==> src/design/ccss_pkg.sv <==
// Purpose: Shared constants for the codec clock setup sequencer.
// Assumes: One system clock at CLK_HZ; registers are eight bits wide.
// Notes:   Lock times are maximum figures, so their cycle counts round down.
`default_nettype none
package ccss_pkg;
	localparam int unsigned CLK_HZ         = 25_000_000;
	localparam int unsigned CLK_PERIOD_NS  = 40;

	// Register offsets.
	localparam logic [7:0] CCSS_OFS_CTRL   = 8'h00;
	localparam logic [7:0] CCSS_OFS_FORMAT = 8'h01;
	localparam logic [7:0] CCSS_OFS_RATE   = 8'h02;
	localparam logic [7:0] CCSS_OFS_STATUS = 8'h03;

	// Control register fields.
	localparam int CTRL_PLL_POWER_BIT      = 0;
	localparam int CTRL_CRYSTAL_POWER_BIT  = 1;
	localparam int CTRL_BIAS_POWER_BIT     = 2;
	localparam int CTRL_MASTER_MODE_BIT    = 3;
	localparam int CTRL_MCK_PULLDOWN_BIT   = 7;
	localparam logic [7:0] CTRL_WRITE_MASK = 8'h8f;
	localparam logic [7:0] CTRL_RESET      = 8'h80;

	// Format register fields.
	localparam int FMT_IF_FORMAT_LSB       = 0;
	localparam int FMT_PLL_REF_LSB         = 2;
	localparam int FMT_MSB_ALIGN_BIT       = 5;
	localparam int FMT_BCK_POLARITY_BIT    = 6;
	localparam logic [7:0] FMT_WRITE_MASK  = 8'h7f;
	localparam logic [7:0] FMT_RESET       = 8'h00;

	// Rate register fields.
	localparam int RATE_SAMPLE_LSB         = 0;
	localparam int RATE_BCK_RATE_LSB       = 3;
	localparam int RATE_EXT_RATE_LSB       = 5;
	localparam logic [7:0] RATE_WRITE_MASK = 8'h7f;
	localparam logic [7:0] RATE_RESET      = 8'h00;

	// Status register fields.
	localparam int STAT_LOCK_PENDING_BIT   = 0;
	localparam int STAT_LOCKED_BIT         = 1;
	localparam int STAT_CLOCKS_READY_BIT   = 2;
	localparam int STAT_MCK_PRESENT_BIT    = 3;
	localparam int STAT_FCK_PRESENT_BIT    = 4;
	localparam int STAT_BCK_PRESENT_BIT    = 5;
	localparam int STAT_PLL_MODE_BIT       = 6;
	localparam int STAT_REF_INVALID_BIT    = 7;

	// Reference select codes.
	localparam logic [2:0] REF_FCK_1FS     = 3'h0;
	localparam logic [2:0] REF_BCK_64FS    = 3'h3;
	localparam logic [2:0] REF_MCK_LAST    = 3'h6;
	localparam logic [2:0] REF_NONE        = 3'h7;

	// Detector channel indices.
	localparam int DET_MCK                 = 0;
	localparam int DET_FCK                 = 1;
	localparam int DET_BCK                 = 2;
	localparam int DET_COUNT               = 3;

	// Timing: maximum lock times, rounded down to whole cycles.
	localparam int unsigned LOCK_MCK_MS    = 40;
	localparam int unsigned LOCK_FCK_MS    = 160;
	localparam int unsigned LOCK_BCK_MS    = 2;
	localparam int unsigned LOCK_MCK_CYC   = LOCK_MCK_MS * (CLK_HZ / 1000);
	localparam int unsigned LOCK_FCK_CYC   = LOCK_FCK_MS * (CLK_HZ / 1000);
	localparam int unsigned LOCK_BCK_CYC   = LOCK_BCK_MS * (CLK_HZ / 1000);
	localparam int          LOCK_CNT_W     = 23;

	// A pin counts as clocked if it toggles within this window.
	localparam int unsigned PRESENT_US     = 160;
	localparam int unsigned PRESENT_CYC    = (PRESENT_US * 1000) / CLK_PERIOD_NS;

	// Generated bit clock half period in system cycles.
	localparam int unsigned BCK_HALF_CYC   = 24;
endpackage
`default_nettype wire

==> src/design/ccss_detect_if.sv <==
// Purpose: Carries one clock pin between the sequencer and its activity detector.
// Assumes: The pin is asynchronous to the system clock.
// Notes:   The detector owns synchronisation; the sequencer reads only present.
`default_nettype none
interface ccss_detect_if;
	logic pin;
	logic present;
	modport detector (input pin, output present);
	modport owner    (output pin, input present);
endinterface
`default_nettype wire

==> src/design/ccss_clk_detect.sv <==
// Purpose: Tells whether a clock pin is toggling.
// Assumes: Pin passes two flip-flops before any logic looks at it.
// Notes:   Clocks near or above half the system rate alias, but still show edges.
`default_nettype none
module ccss_clk_detect
	import ccss_pkg::*;
#(
	parameter int unsigned TIMEOUT = PRESENT_CYC
) (
	input  wire logic    clk,
	input  wire logic    rst,
	ccss_detect_if.detector det
);
	localparam int W = $clog2(TIMEOUT + 1);

	logic         sync1;
	logic         sync2;
	logic         last;
	logic [W-1:0] idle;
	logic         present;
	logic [W-1:0] next_idle;
	logic         next_present;

	always_comb begin
		next_idle    = idle;
		next_present = present;
		if (sync2 != last) begin
			next_idle    = '0;
			next_present = 1'b1;
		end else if (idle == W'(TIMEOUT)) begin
			next_present = 1'b0;
		end else begin
			next_idle = idle + W'(1);
		end
	end

	always_ff @(posedge clk) begin
		if (rst) begin
			sync1   <= 1'b0;
			sync2   <= 1'b0;
			last    <= 1'b0;
			idle    <= '0;
			present <= 1'b0;
		end else begin
			sync1   <= det.pin;
			sync2   <= sync1;
			last    <= sync2;
			idle    <= next_idle;
			present <= next_present;
		end
	end

	assign det.present = present;
endmodule
`default_nettype wire

==> src/design/codec_clock_setup_sequencer.sv <==
// Purpose: Clock source selection and power-up sequencing of a codec clock tree.
// Assumes: Host keeps its own sequencing duties; the clock pins and POWERDOWN_RESET_PIN_N are asynchronous to CLK.
// Notes:   Lock is modelled by worst-case lock timers, not by a real phase detector.
//
// Strobed register access and the register addresses were decided locally.
`default_nettype none
module codec_clock_setup_sequencer
	import ccss_pkg::*;
#(
	parameter int unsigned LOCK_MCK_CYCLES = LOCK_MCK_CYC,
	parameter int unsigned LOCK_FCK_CYCLES = LOCK_FCK_CYC,
	parameter int unsigned LOCK_BCK_CYCLES = LOCK_BCK_CYC,
	parameter int unsigned BCK_HALF        = BCK_HALF_CYC
) (
	input  wire logic       CLK,
	input  wire logic       SYS_RST,
	input  wire logic       POWERDOWN_RESET_PIN_N,
	input  wire logic [7:0] ADDR,
	input  wire logic [7:0] WDATA,
	input  wire logic       WR,
	input  wire logic       RD,
	output logic      [7:0] RDATA,
	input  wire logic       MASTER_CLOCK_INPUT,
	input  wire logic       FRAME_CLOCK_PIN_I,
	output logic            FRAME_CLOCK_PIN_O,
	output logic            FRAME_CLOCK_PIN_OE,
	input  wire logic       BIT_CLOCK_PIN_I,
	output logic            BIT_CLOCK_PIN_O,
	output logic            BIT_CLOCK_PIN_OE,
	output logic            MASTER_CLOCK_PULLDOWN,
	output logic            CRYSTAL_ENABLE,
	output logic            BIAS_ENABLE,
	output logic            LOCK_PENDING,
	output logic            CLOCKS_READY
);
	typedef enum logic [1:0] {
		CCSS_OFF,
		CCSS_WAIT_REF,
		CCSS_LOCKING,
		CCSS_LOCKED
	} ccss_state_t;

	// Power-down pin synchroniser; the first stage feeds only the second.
	logic pdn_sync1;
	logic pdn_sync2;
	logic reg_rst;

	always_ff @(posedge CLK) begin
		if (SYS_RST) begin
			pdn_sync1 <= 1'b0;
			pdn_sync2 <= 1'b0;
		end else begin
			pdn_sync1 <= POWERDOWN_RESET_PIN_N;
			pdn_sync2 <= pdn_sync1;
		end
	end

	// Everything but the synchronisers and detectors clears while the pin is low.
	assign reg_rst = SYS_RST | ~pdn_sync2;

	// Clock activity detectors, one per incoming clock pin.
	ccss_detect_if det [DET_COUNT] ();
	logic [DET_COUNT-1:0] present;

	assign det[DET_MCK].pin = MASTER_CLOCK_INPUT;
	assign det[DET_FCK].pin = FRAME_CLOCK_PIN_I;
	assign det[DET_BCK].pin = BIT_CLOCK_PIN_I;

	for (genvar g = 0; g < DET_COUNT; g++) begin : g_det
		ccss_clk_detect u_det (
			.clk (CLK),
			.rst (SYS_RST),
			.det (det[g])
		);
		assign present[g] = det[g].present;
	end

	// Register file.
	logic [7:0] ctrl;
	logic [7:0] fmt;
	logic [7:0] rate;
	logic [7:0] rdata;
	logic [7:0] status;
	logic [7:0] next_ctrl;
	logic [7:0] next_fmt;
	logic [7:0] next_rate;
	logic [7:0] next_rdata;

	logic       pll_power_bit;
	logic       crystal_power_bit;
	logic       bias_power_bit;
	logic       master_mode_bit;
	logic       master_clock_pulldown_bit;
	logic [2:0] pll_reference_select;
	logic [1:0] bitclock_rate_select;
	logic       bitclock_polarity_bit;

	assign pll_power_bit             = ctrl[CTRL_PLL_POWER_BIT];
	assign crystal_power_bit         = ctrl[CTRL_CRYSTAL_POWER_BIT];
	assign bias_power_bit            = ctrl[CTRL_BIAS_POWER_BIT];
	assign master_mode_bit           = ctrl[CTRL_MASTER_MODE_BIT];
	assign master_clock_pulldown_bit = ctrl[CTRL_MCK_PULLDOWN_BIT];
	assign pll_reference_select      = fmt[FMT_PLL_REF_LSB +: 3];
	assign bitclock_rate_select      = rate[RATE_BCK_RATE_LSB +: 2];
	assign bitclock_polarity_bit     = fmt[FMT_BCK_POLARITY_BIT];

	always_comb begin
		next_ctrl  = ctrl;
		next_fmt   = fmt;
		next_rate  = rate;
		next_rdata = 8'h00;
		if (WR) begin
			case (ADDR)
				CCSS_OFS_CTRL:   next_ctrl = WDATA & CTRL_WRITE_MASK;
				CCSS_OFS_FORMAT: next_fmt  = WDATA & FMT_WRITE_MASK;
				CCSS_OFS_RATE:   next_rate = WDATA & RATE_WRITE_MASK;
				default:         next_ctrl = ctrl;
			endcase
		end
		if (RD) begin
			case (ADDR)
				CCSS_OFS_CTRL:   next_rdata = ctrl;
				CCSS_OFS_FORMAT: next_rdata = fmt;
				CCSS_OFS_RATE:   next_rdata = rate;
				CCSS_OFS_STATUS: next_rdata = status;
				default:         next_rdata = 8'h00;
			endcase
		end
	end

	always_ff @(posedge CLK) begin
		if (reg_rst) begin
			ctrl  <= CTRL_RESET;
			fmt   <= FMT_RESET;
			rate  <= RATE_RESET;
			rdata <= 8'h00;
		end else begin
			ctrl  <= next_ctrl;
			fmt   <= next_fmt;
			rate  <= next_rate;
			rdata <= next_rdata;
		end
	end

	assign RDATA = rdata;

	// Reference decode.
	logic ref_invalid;
	logic ref_present;
	logic [LOCK_CNT_W-1:0] lock_limit;

	always_comb begin
		ref_invalid = 1'b0;
		ref_present = 1'b0;
		lock_limit  = LOCK_CNT_W'(LOCK_MCK_CYCLES);
		if (pll_reference_select == REF_FCK_1FS) begin
			ref_present = present[DET_FCK];
			lock_limit  = LOCK_CNT_W'(LOCK_FCK_CYCLES);
		end else if (pll_reference_select <= REF_BCK_64FS) begin
			ref_present = present[DET_BCK];
			lock_limit  = LOCK_CNT_W'(LOCK_BCK_CYCLES);
		end else if (pll_reference_select <= REF_MCK_LAST) begin
			ref_present = present[DET_MCK];
			lock_limit  = LOCK_CNT_W'(LOCK_MCK_CYCLES);
		end else begin
			ref_invalid = 1'b1;
		end
	end

	// PLL sequencer. The bias must be up before the PLL is allowed to run,
	// which costs nothing and keeps a careless host from a half-biased start.
	ccss_state_t           state;
	ccss_state_t           next_state;
	logic [LOCK_CNT_W-1:0] lock_cnt;
	logic [LOCK_CNT_W-1:0] next_lock_cnt;
	logic                  pll_enable;

	assign pll_enable = pll_power_bit & bias_power_bit & ~ref_invalid;

	always_comb begin
		next_state    = state;
		next_lock_cnt = lock_cnt;
		case (state)
			CCSS_OFF: begin
				next_lock_cnt = '0;
				if (pll_enable) begin
					next_state = CCSS_WAIT_REF;
				end
			end
			CCSS_WAIT_REF: begin
				next_lock_cnt = '0;
				if (!pll_enable) begin
					next_state = CCSS_OFF;
				end else if (ref_present) begin
					next_state = CCSS_LOCKING;
				end
			end
			CCSS_LOCKING: begin
				if (!pll_enable) begin
					next_state = CCSS_OFF;
				end else if (lock_cnt >= lock_limit - LOCK_CNT_W'(1)) begin
					next_state = CCSS_LOCKED;
				end else begin
					next_lock_cnt = lock_cnt + LOCK_CNT_W'(1);
				end
			end
			CCSS_LOCKED: begin
				if (!pll_enable) begin
					next_state = CCSS_OFF;
				end else if (!ref_present) begin
					// A lost reference forces a fresh worst-case lock wait.
					next_state = CCSS_WAIT_REF;
				end
			end
			default: next_state = CCSS_OFF;
		endcase
	end

	always_ff @(posedge CLK) begin
		if (reg_rst) begin
			state    <= CCSS_OFF;
			lock_cnt <= '0;
		end else begin
			state    <= next_state;
			lock_cnt <= next_lock_cnt;
		end
	end

	logic locked;
	logic ext_ready;
	logic ready;

	assign locked    = (state == CCSS_LOCKED);
	assign ext_ready = ~pll_power_bit & (&present);
	assign ready     = pll_power_bit ? locked : ext_ready;

	// Master clock generator: bit clock from a divider, frame clock every
	// 16, 32 or 64 bit clocks. Held idle until lock so the far end never
	// sees a runt or irregular edge.
	localparam int HW = $clog2(BCK_HALF + 1);

	logic [HW-1:0] half_cnt;
	logic          bck_gen;
	logic [5:0]    bit_cnt;
	logic          fck_gen;
	logic [HW-1:0] next_half_cnt;
	logic          next_bck_gen;
	logic [5:0]    next_bit_cnt;
	logic          next_fck_gen;
	logic [5:0]    bits_last;
	logic          gen_run;

	assign gen_run = master_mode_bit & locked;

	always_comb begin
		case (bitclock_rate_select)
			2'h0:    bits_last = 6'h0f;
			2'h1:    bits_last = 6'h1f;
			default: bits_last = 6'h3f;
		endcase
		next_half_cnt = half_cnt;
		next_bck_gen  = bck_gen;
		next_bit_cnt  = bit_cnt;
		next_fck_gen  = fck_gen;
		if (!gen_run) begin
			next_half_cnt = '0;
			next_bck_gen  = 1'b0;
			next_bit_cnt  = 6'h00;
			next_fck_gen  = 1'b0;
		end else if (half_cnt == HW'(BCK_HALF - 1)) begin
			next_half_cnt = '0;
			next_bck_gen  = ~bck_gen;
			if (bck_gen) begin
				next_bit_cnt = (bit_cnt >= bits_last) ? 6'h00 : bit_cnt + 6'h01;
				next_fck_gen = (bit_cnt >= bits_last);
			end
		end else begin
			next_half_cnt = half_cnt + HW'(1);
		end
	end

	always_ff @(posedge CLK) begin
		if (reg_rst) begin
			half_cnt <= '0;
			bck_gen  <= 1'b0;
			bit_cnt  <= 6'h00;
			fck_gen  <= 1'b0;
		end else begin
			half_cnt <= next_half_cnt;
			bck_gen  <= next_bck_gen;
			bit_cnt  <= next_bit_cnt;
			fck_gen  <= next_fck_gen;
		end
	end

	// Status and outputs.
	always_comb begin
		status = 8'h00;
		status[STAT_LOCK_PENDING_BIT] = (state == CCSS_LOCKING);
		status[STAT_LOCKED_BIT]       = locked;
		status[STAT_CLOCKS_READY_BIT] = ready;
		status[STAT_MCK_PRESENT_BIT]  = present[DET_MCK];
		status[STAT_FCK_PRESENT_BIT]  = present[DET_FCK];
		status[STAT_BCK_PRESENT_BIT]  = present[DET_BCK];
		status[STAT_PLL_MODE_BIT]     = pll_power_bit;
		status[STAT_REF_INVALID_BIT]  = ref_invalid;
	end

	assign LOCK_PENDING          = (state == CCSS_LOCKING);
	assign CLOCKS_READY          = ready;
	assign FRAME_CLOCK_PIN_O     = fck_gen;
	assign BIT_CLOCK_PIN_O       = bck_gen ^ bitclock_polarity_bit;
	assign FRAME_CLOCK_PIN_OE    = gen_run;
	assign BIT_CLOCK_PIN_OE      = gen_run;
	assign MASTER_CLOCK_PULLDOWN = master_clock_pulldown_bit;
	assign CRYSTAL_ENABLE        = crystal_power_bit;
	assign BIAS_ENABLE           = bias_power_bit;
endmodule
`default_nettype wire

==> config.mk <==
export PLATFORM = sky130hd
export DESIGN_NAME = codec_clock_setup_sequencer
export DESIGN_NICKNAME = d
export VERILOG_FILES = /design/src/design/ccss_pkg.sv /design/src/design/ccss_detect_if.sv /design/src/design/ccss_clk_detect.sv /design/src/design/codec_clock_setup_sequencer.sv
export SDC_FILE = /design/constraint.sdc
export NUM_CORES = 1
export LEC_CHECK = 0
export BUFFER_PORTS_ARGS = -buffer_cell sky130_fd_sc_hd__buf_2
export CORE_UTILIZATION = 34
export DETAILED_ROUTE_END_ITERATION = 12
export PLACE_DENSITY = 0.55
export SETUP_SLACK_MARGIN = 0.2
export SLEW_MARGIN = 20
export SYNTH_ARGS = -nofsm -noshare
export SYNTH_HDL_FRONTEND = slang
export SYNTH_SLANG_ARGS = --single-unit
==> constraint.sdc <==
create_clock -name CLK -period 4.2 [get_ports CLK]
set_input_delay 0.84 -clock CLK [delete_from_list [all_inputs] [get_ports CLK]]
set_output_delay 0.84 -clock CLK [all_outputs]
set_load 0.005 [all_outputs]
==> results.md, run 1 <==
- Outcome: complete, no violations
- Slew HR: 47.1%
- First-pass DRT Iterations: 5
- Post_cts resized: 0
- Num CTS Buffers: 17
- TritonCTS clock tree: built
- Synthesized area: 0.00563 mm^2
- Drt via density: 5.19
- Critical Path Fanout Max: 19
- First-pass GRT wire length: 21.8 mm
- Post-synth cell types: 61
- Layout area overhead: 17.4%
- Avg WL per Cell: 14.6 um
- Core area: 0.0160 mm^2
- Worst Max-Slew Pin Slew: 0.793 ns
- Residual DRC: 0
- Fin. Hold Viols: 0
- Power density cells: 405 mW/mm^2
- Synth Area per Inst: 8.86 um^2
- Worst reg-to-reg setup slack: 0.79 ns
- R2R depth: 11
- Die height: 131 um
- Final Core Density: 41.3%
- Synth top area cells: dfxtp_1 (41%), ha_1 (6.4%), nor2_1 (5.9%)
- Yosys top cell by area: dfxtp_1
- Data arrival, critical path: 3.73 ns
- Setup TNS: 0 ns
- Fillers: 1617
- Hold Path End: g_det[1].u_det.sync2
- Largest net degree at the start of global routing: 33
- GRT Total Usage: 16.6%
- Critical path type: reg2reg
- Initial Util: 35.2%
- Net count, final: 724
- DRT antenna net count: 0
- Sequential area share after synthesis: 40.9%
- Clock Tree Root: clkbuf_16
- FMAX: 0.293 GHz
- Primary FF master, synth: dfxtp_1
- Hold Path Class: reg2reg
- Mapped Cells: 635
- Die Area: 0.0171 mm^2
- Worst Hold Depth: 1
- LEAKAGE: 2.51 nW
- Top cells by count, synth: dfxtp_1 (115), nor2_1 (89), nand2_1 (44)
- Clock Pin Slew Worst Setup and Hold Paths: 0.05 ns
- Clk buf depth: 2
- Post-synth EDFFs: 0
- Max-slew violation count: 0
- Vias in the first global route: 4463
- Die width: 131 um
- Number of antenna violations at the first check in global routing: 0
- Post-DP HPWL: 9.26 mm
- Grt ovf: 0
- R2r startpoint: fmt[4]
- Worst R2R End: lock_cnt[21]
- Final wirelength: 13.1 mm
- Yosys warns: 0
- Tcrit/Tclk final: 81.3%
- Async set-reset flop share out of synthesis: 0%
- Final std cells w/o fill: 899
- Worst Setup End Kind: flop
- Top-area cell type share of the netlist area: 40.9%
- Via count: 4662
- CTS Hold Bufs: 0
- Layout cells sized above 1: 13.3%
- Crit path time final: 3.41 ns
- Post-CTS setup buffers: 0
- Port buffer count: 40
- Clk_skew: 0.0144 ns
- Peak supply drop: 0.000294 V
- # setup viols final: 0
- GPL Wtd Cong: 0.828
- Sink Count: 115
- Synth Register Bits: 115
- Startpoint types: flop
- Max cap viols: 0
- Inst Count DP: 868
- Antenna cells: 0
- Worst skew pair latency: 0.42 ns
- Worst Path Required: 4.52 ns
- Most numerous cell in the Yosys netlist: dfxtp_1
- DR iter-0 viols: 276
- Hold_sp: g_det[1].u_det.sync1
- Num ports: 41
- # rows: 46
- H-tree lvl count: 4
- RSZ-0062 raised after global routing: false
## cell usage in the layout (no fill, tap or decap), drive strengths merged, types with 5 or more instances in the layout
master / instances
nor2: 89
ha: 29
or3: 11
or4: 6
nand3: 38
and3: 19
o311ai: 5
clkbuf: 22
xnor2: 15
nand4: 16
dfxtp: 115
nor2b: 17
xor2: 26
mux2: 5
nor3: 11
buf: 44
mux2i: 27
inv: 12
nand2: 44
o21ai: 15
nand2b: 7
o31ai: 7
nor4: 6
a21oi: 32
## registers in the layout, summed over array words and instances (netlist names)
signal	count
g_det.u_det.idle	36
lock_cnt	23
RDATA	8
fmt	7
rate	7
bit_cnt	6
ctrl	5
half_cnt	5
g_det.u_det.det.present	3
g_det.u_det.last	3
g_det.u_det.sync1	3
g_det.u_det.sync2	3
state	2
FRAME_CLOCK_PIN_O	1
bck_gen	1
pdn_sync1	1
pdn_sync2	1
## cells by family after synthesis
| kind of cell | Yosys count | synth area share [%] |
|---|---|---|
| AOI/OAI and AO/OA | 92 | 11.0 |
| xor gates and xnor gates | 41 | 6.38 |
| adders and majority gates | 29 | 6.45 |
| buffers and inverters | 41 | 3.27 |
| DFF | 115 | 40.9 |
| muxes | 33 | 6.20 |
| other | 1 | 0.0666 |
| and+or+nand+nor | 283 | 25.7 |
## worst max path at each step
stage,start,end,slack [ns],depth (start not counted)
final,fmt[4],lock_cnt[21],0.79,11
after CTS,fmt[4],lock_cnt[21],0.78,11
after floorplan,fmt[3],lock_cnt[11],1.51,12
after detailed placement,fmt[4],lock_cnt[20],0.79,11
after global routing,fmt[4],lock_cnt[21],0.56,11
after global placement,fmt[4],lock_cnt[5],0.92,11
## worst max-delay path: stages, from the launching register on
cell and delay, ns:
dfxtp_1 0.40, inv_1 0.16, o21ai_0 0.15, inv_1 0.17
ha_1 0.30, nand4_1 0.11, or3_4 0.42, or3_4 0.40
o22ai_2 0.64, buf_4 0.32, o311ai_0 0.14, o41ai_1 0.09
## layer usage
layer,global-route usage [%],up-vias,routed length [um]
li1,-,2350,-
met1,20.4,2183,6150
met2,26.9,112,6110
met3,5.33,17,611
met5,0,-,0
met4,6.83,0,206
## layout make-up
type / count / area, um^2 / area share [%]
Clock buffer: 22 / 484 / 7.33
Tap cell: 216 / 270 / 4.09
Inverter: 12 / 45.0 / 0.682
Sequential cell: 115 / 2300 / 34.8
Clock inverter: 9 / 128 / 1.93
Timing Repair Buffer: 44 / 230 / 3.48
Multi-Input combinational cell: 481 / 3150 / 47.6
## per-stage QoR
| step | setup WS (ns) | hold slack, ns | power [mW] | area [um^2] |
|---|---|---|---|---|
| after CTS | 0.784 | 0.443 | 2.72 | 6610 |
| after detailed placement | 0.791 | 0.430 | 1.21 | 6000 |
| after global routing | 0.557 | 0.455 | 2.77 | 6610 |
| after floorplan | 1.51 | 0.414 | 1.19 | 5630 |
| final | 0.785 | 0.443 | 2.68 | 6610 |
| after global placement | 0.922 | 0.419 | 1.21 | 6000 |
## report_power, final
group | total [mW] | switching (mW) | internal, mW
Clock | 1.49 | 0.499 | 0.988
Sequential | 1.12 | 0.0124 | 1.11
Combinational | 0.0714 | 0.0401 | 0.0313
Total | 2.68 | 0.551 | 2.12
No activity file was read; power rests on OpenSTA's default activity.
==> run 2, diff against run 1 <==
Clock period 4.2 ns to 3.4 ns, I/O delays scaled along.
==> run 2 against run 1 <==
  * Clock skew up 0.0023 ns
  * Wire length down 1.0%
  * Highest routed layer unchanged
  * Via count up 1.3%
==> results.md, run 2 (synthesis gave the netlist of run 1 again) <==
- Outcome: complete, no violations
- Clk_skew: 0.0167 ns (+0.00230 ns)
- Crit-path max cell delay: 0.42 ns (-0.22 ns)
- Num CTS Buffers: 17 (unchanged)
- Overall Power: 3.37 mW (+26%)
- Multi-input gate area: 0.00315 mm^2 (about the same)
- Met2 usage: 27.0% (+0.093 points)
- GPL Wtd Cong: 0.836 (+0.87%)
- Sink Count: 115 (unchanged)
- CP cell instances: inv_1 -> o21ai_0 -> inv_2 -> ha_1 -> nand4_1 -> or3_4 -> or3_4 -> o22a_2 -> a211oi_1 -> nor4_1
- Layout area overhead: 17.9%
- Residual DRC: 0 (unchanged)
- Worst path slowest cell: dfxtp_1
- TritonCTS clock tree: built
- Hold_sp: g_det[2].u_det.sync1
- Worst Path Required: 3.67 ns (-0.85 ns)
- Met1 usage: 19.9% (-0.56 points)
- Largest net degree at the start of global routing: 33 (unchanged)
- Max FFs per register: 36 (unchanged)
- Clk buf depth: 2 (unchanged)
- Die Area: 0.0171 mm^2 (unchanged)
- Layout cells sized above 1: 13.9% (+0.57 points)
- Crit path time final: 2.94 ns (-0.476 ns)
- Die height: 131 um (unchanged)
- Largest register by flop count: g_det.u_det.idle
- Post-CTS setup buffers: 0 (unchanged)
- Final worst slack: 0.462 ns (-0.324 ns)
- Critical path type: reg2reg
- Slew HR: 45.5% (-1.7 points)
- Worst Setup End Kind: flop
- Die width: 131 um (unchanged)
- Initial Util: 35.2% (unchanged)
- Worst hold slack: 0.443 ns (-0.000401 ns)
- DR iter-0 viols: 322 (+17%)
- Clock Pin Slew Worst Setup and Hold Paths: 0.05 ns (about the same)
- FF/Latch Area: 0.00230 mm^2 (unchanged)
- Gr busiest metal: met2
- Most frequent cells in the layout: dfxtp_1 (115), nor2_1 (89), nand2_1 (44)
- # rows: 46 (unchanged)
- Final Core Density: 41.5% (+0.17 points)
- LEAKAGE: 2.52 nW (+0.54%)
- CP dominant cell by count: or3_4
- Peak supply drop: 0.000353 V (+20%)
- Placement Cell Area: 0.00600 mm^2 (unchanged)
- H-tree lvl count: 4 (unchanged)
- Inst Count DP: 868 (unchanged)
- M3 GR Usage: 4.19% (-1.1 points)
- DRT antenna net count: 0 (unchanged)
- Setup TNS: 0 ns (unchanged)
- Critical Path Fanout Max: 12 (-7)
- First-pass GRT wire length: 21.4 mm (-2.1%)
- Hold Path Class: reg2reg
- Num ports: 41 (unchanged)
- Post_cts resized: 0 (unchanged)
- Vias in the first global route: 4408 (-1.2%)
- Drt via density: 5.25 (+1.2%)
- Clock Tree Root: clkbuf_16
- R2R depth: 10 (-1)
- Max-slew violation count: 0 (unchanged)
- Net count, final: 724 (unchanged)
- First-pass DRT Iterations: 5 (unchanged)
- Hold Path End: g_det[2].u_det.sync2
- Worst R2R End: lock_cnt[12]
- Fillers: 1607 (-0.62%)
- Startpoint types: flop
- Max cap viols: 0 (unchanged)
- Worst Max-Slew Pin Slew: 0.815 ns (+0.0220 ns)
- Worst skew pair latency: 0.42 ns (about the same)
- RSZ-0062 raised after global routing: false
- Design area: 0.00664 mm^2 (+0.42%)
- Via count: 4723 (+1.3%)
- GRT Total Usage: 16.2% (-0.49 points)
- CTS Hold Bufs: 0 (unchanged)
- Data arrival, critical path: 3.21 ns (-0.52 ns)
- R2r startpoint: fmt[4]
- Worst Hold Depth: 1 (unchanged)
- Final std cells w/o fill: 900 (+0.11%)
- Power density cells: 507 mW/mm^2 (+25%)
- Tcrit/Tclk final: 86.4% (+5.1 points)
- Grt ovf: 0 (unchanged)
- Avg WL per Cell: 14.4 um (-1.1%)
- Worst reg-to-reg setup slack: 0.46 ns (-0.32 ns)
- FMAX: 0.340 GHz (+16%)
- # setup viols final: 0 (unchanged)
- Core area: 0.0160 mm^2 (unchanged)
- Post-DP HPWL: 9.16 mm (-1.1%)
- Commonest non-fill, non-tap cell in the layout: dfxtp_1
- Final wirelength: 12.9 mm (-1.0%)
- Number of antenna violations at the first check in global routing: 0 (unchanged)
- Antenna cells: 0 (unchanged)
- Worst slack at placement: 0.375 ns (-0.416 ns)
- Fin. Hold Viols: 0 (unchanged)
- Port buffer count: 40 (unchanged)
==> run 2: cell count changes in the layout (fill, tap and decap cells not counted), sizes merged <==
cell      delta
clkinv       +3
clkinvlp     -1
inv          +1
bufinv       +1
clkbuf       -3
==> run 2: final cells by class <==
class	count	share of cell area [%]
timing repair buffer	44	3.53
tap	216	4.07
multi-input combinational	481	47.5
sequential	115	34.7
clock buffer	19	6.83
inverter	12	0.679
clock inverter	13	2.73
==> run 2: how the worst max path moves through the flow <==
| stage | startpoint | to | slack, ns | cells after the start |
|---|---|---|---|---|
| after floorplan | fmt[3] | lock_cnt[11] | 0.71 | 12 |
| after global placement | fmt[4] | lock_cnt[15] | 0.52 | 10 |
| after detailed placement | fmt[4] | lock_cnt[12] | 0.37 | 10 |
| after CTS | fmt[4] | lock_cnt[12] | 0.37 | 10 |
| after global routing | fmt[4] | lock_cnt[6] | 0.25 | 11 |
| final | fmt[4] | lock_cnt[12] | 0.46 | 10 |
==> run 2: per-layer routing <==
metal  routed length [um]  vias up  part of all wire [%]
met1                 6110     2231                    47
met2                 6010      129                    46
met4                  203        0                   1.6
met3                  616       18                   4.8
met5                    0        -                     0
li1                     -     2345                     -
==> run 2: power breakdown <==
| group | switching (mW) | total, mW | internal [mW] |
|---|---|---|---|
| registers | 0.0156 | 1.38 | 1.37 |
| clock network | 0.635 | 1.90 | 1.26 |
| logic | 0.0494 | 0.0881 | 0.0387 |
==> run 2: worst max-delay path, delay by kind of cell, from the launching register on <==
kind / cells / cell delay [ns]
flip-flops: 1 / 0.42
AO/OA/AOI/OAI: 3 / 0.78
buffers and inverters: 2 / 0.28
AND/OR/NAND/NOR: 4 / 1.03
adder cells (fa/ha/maj): 1 / 0.29
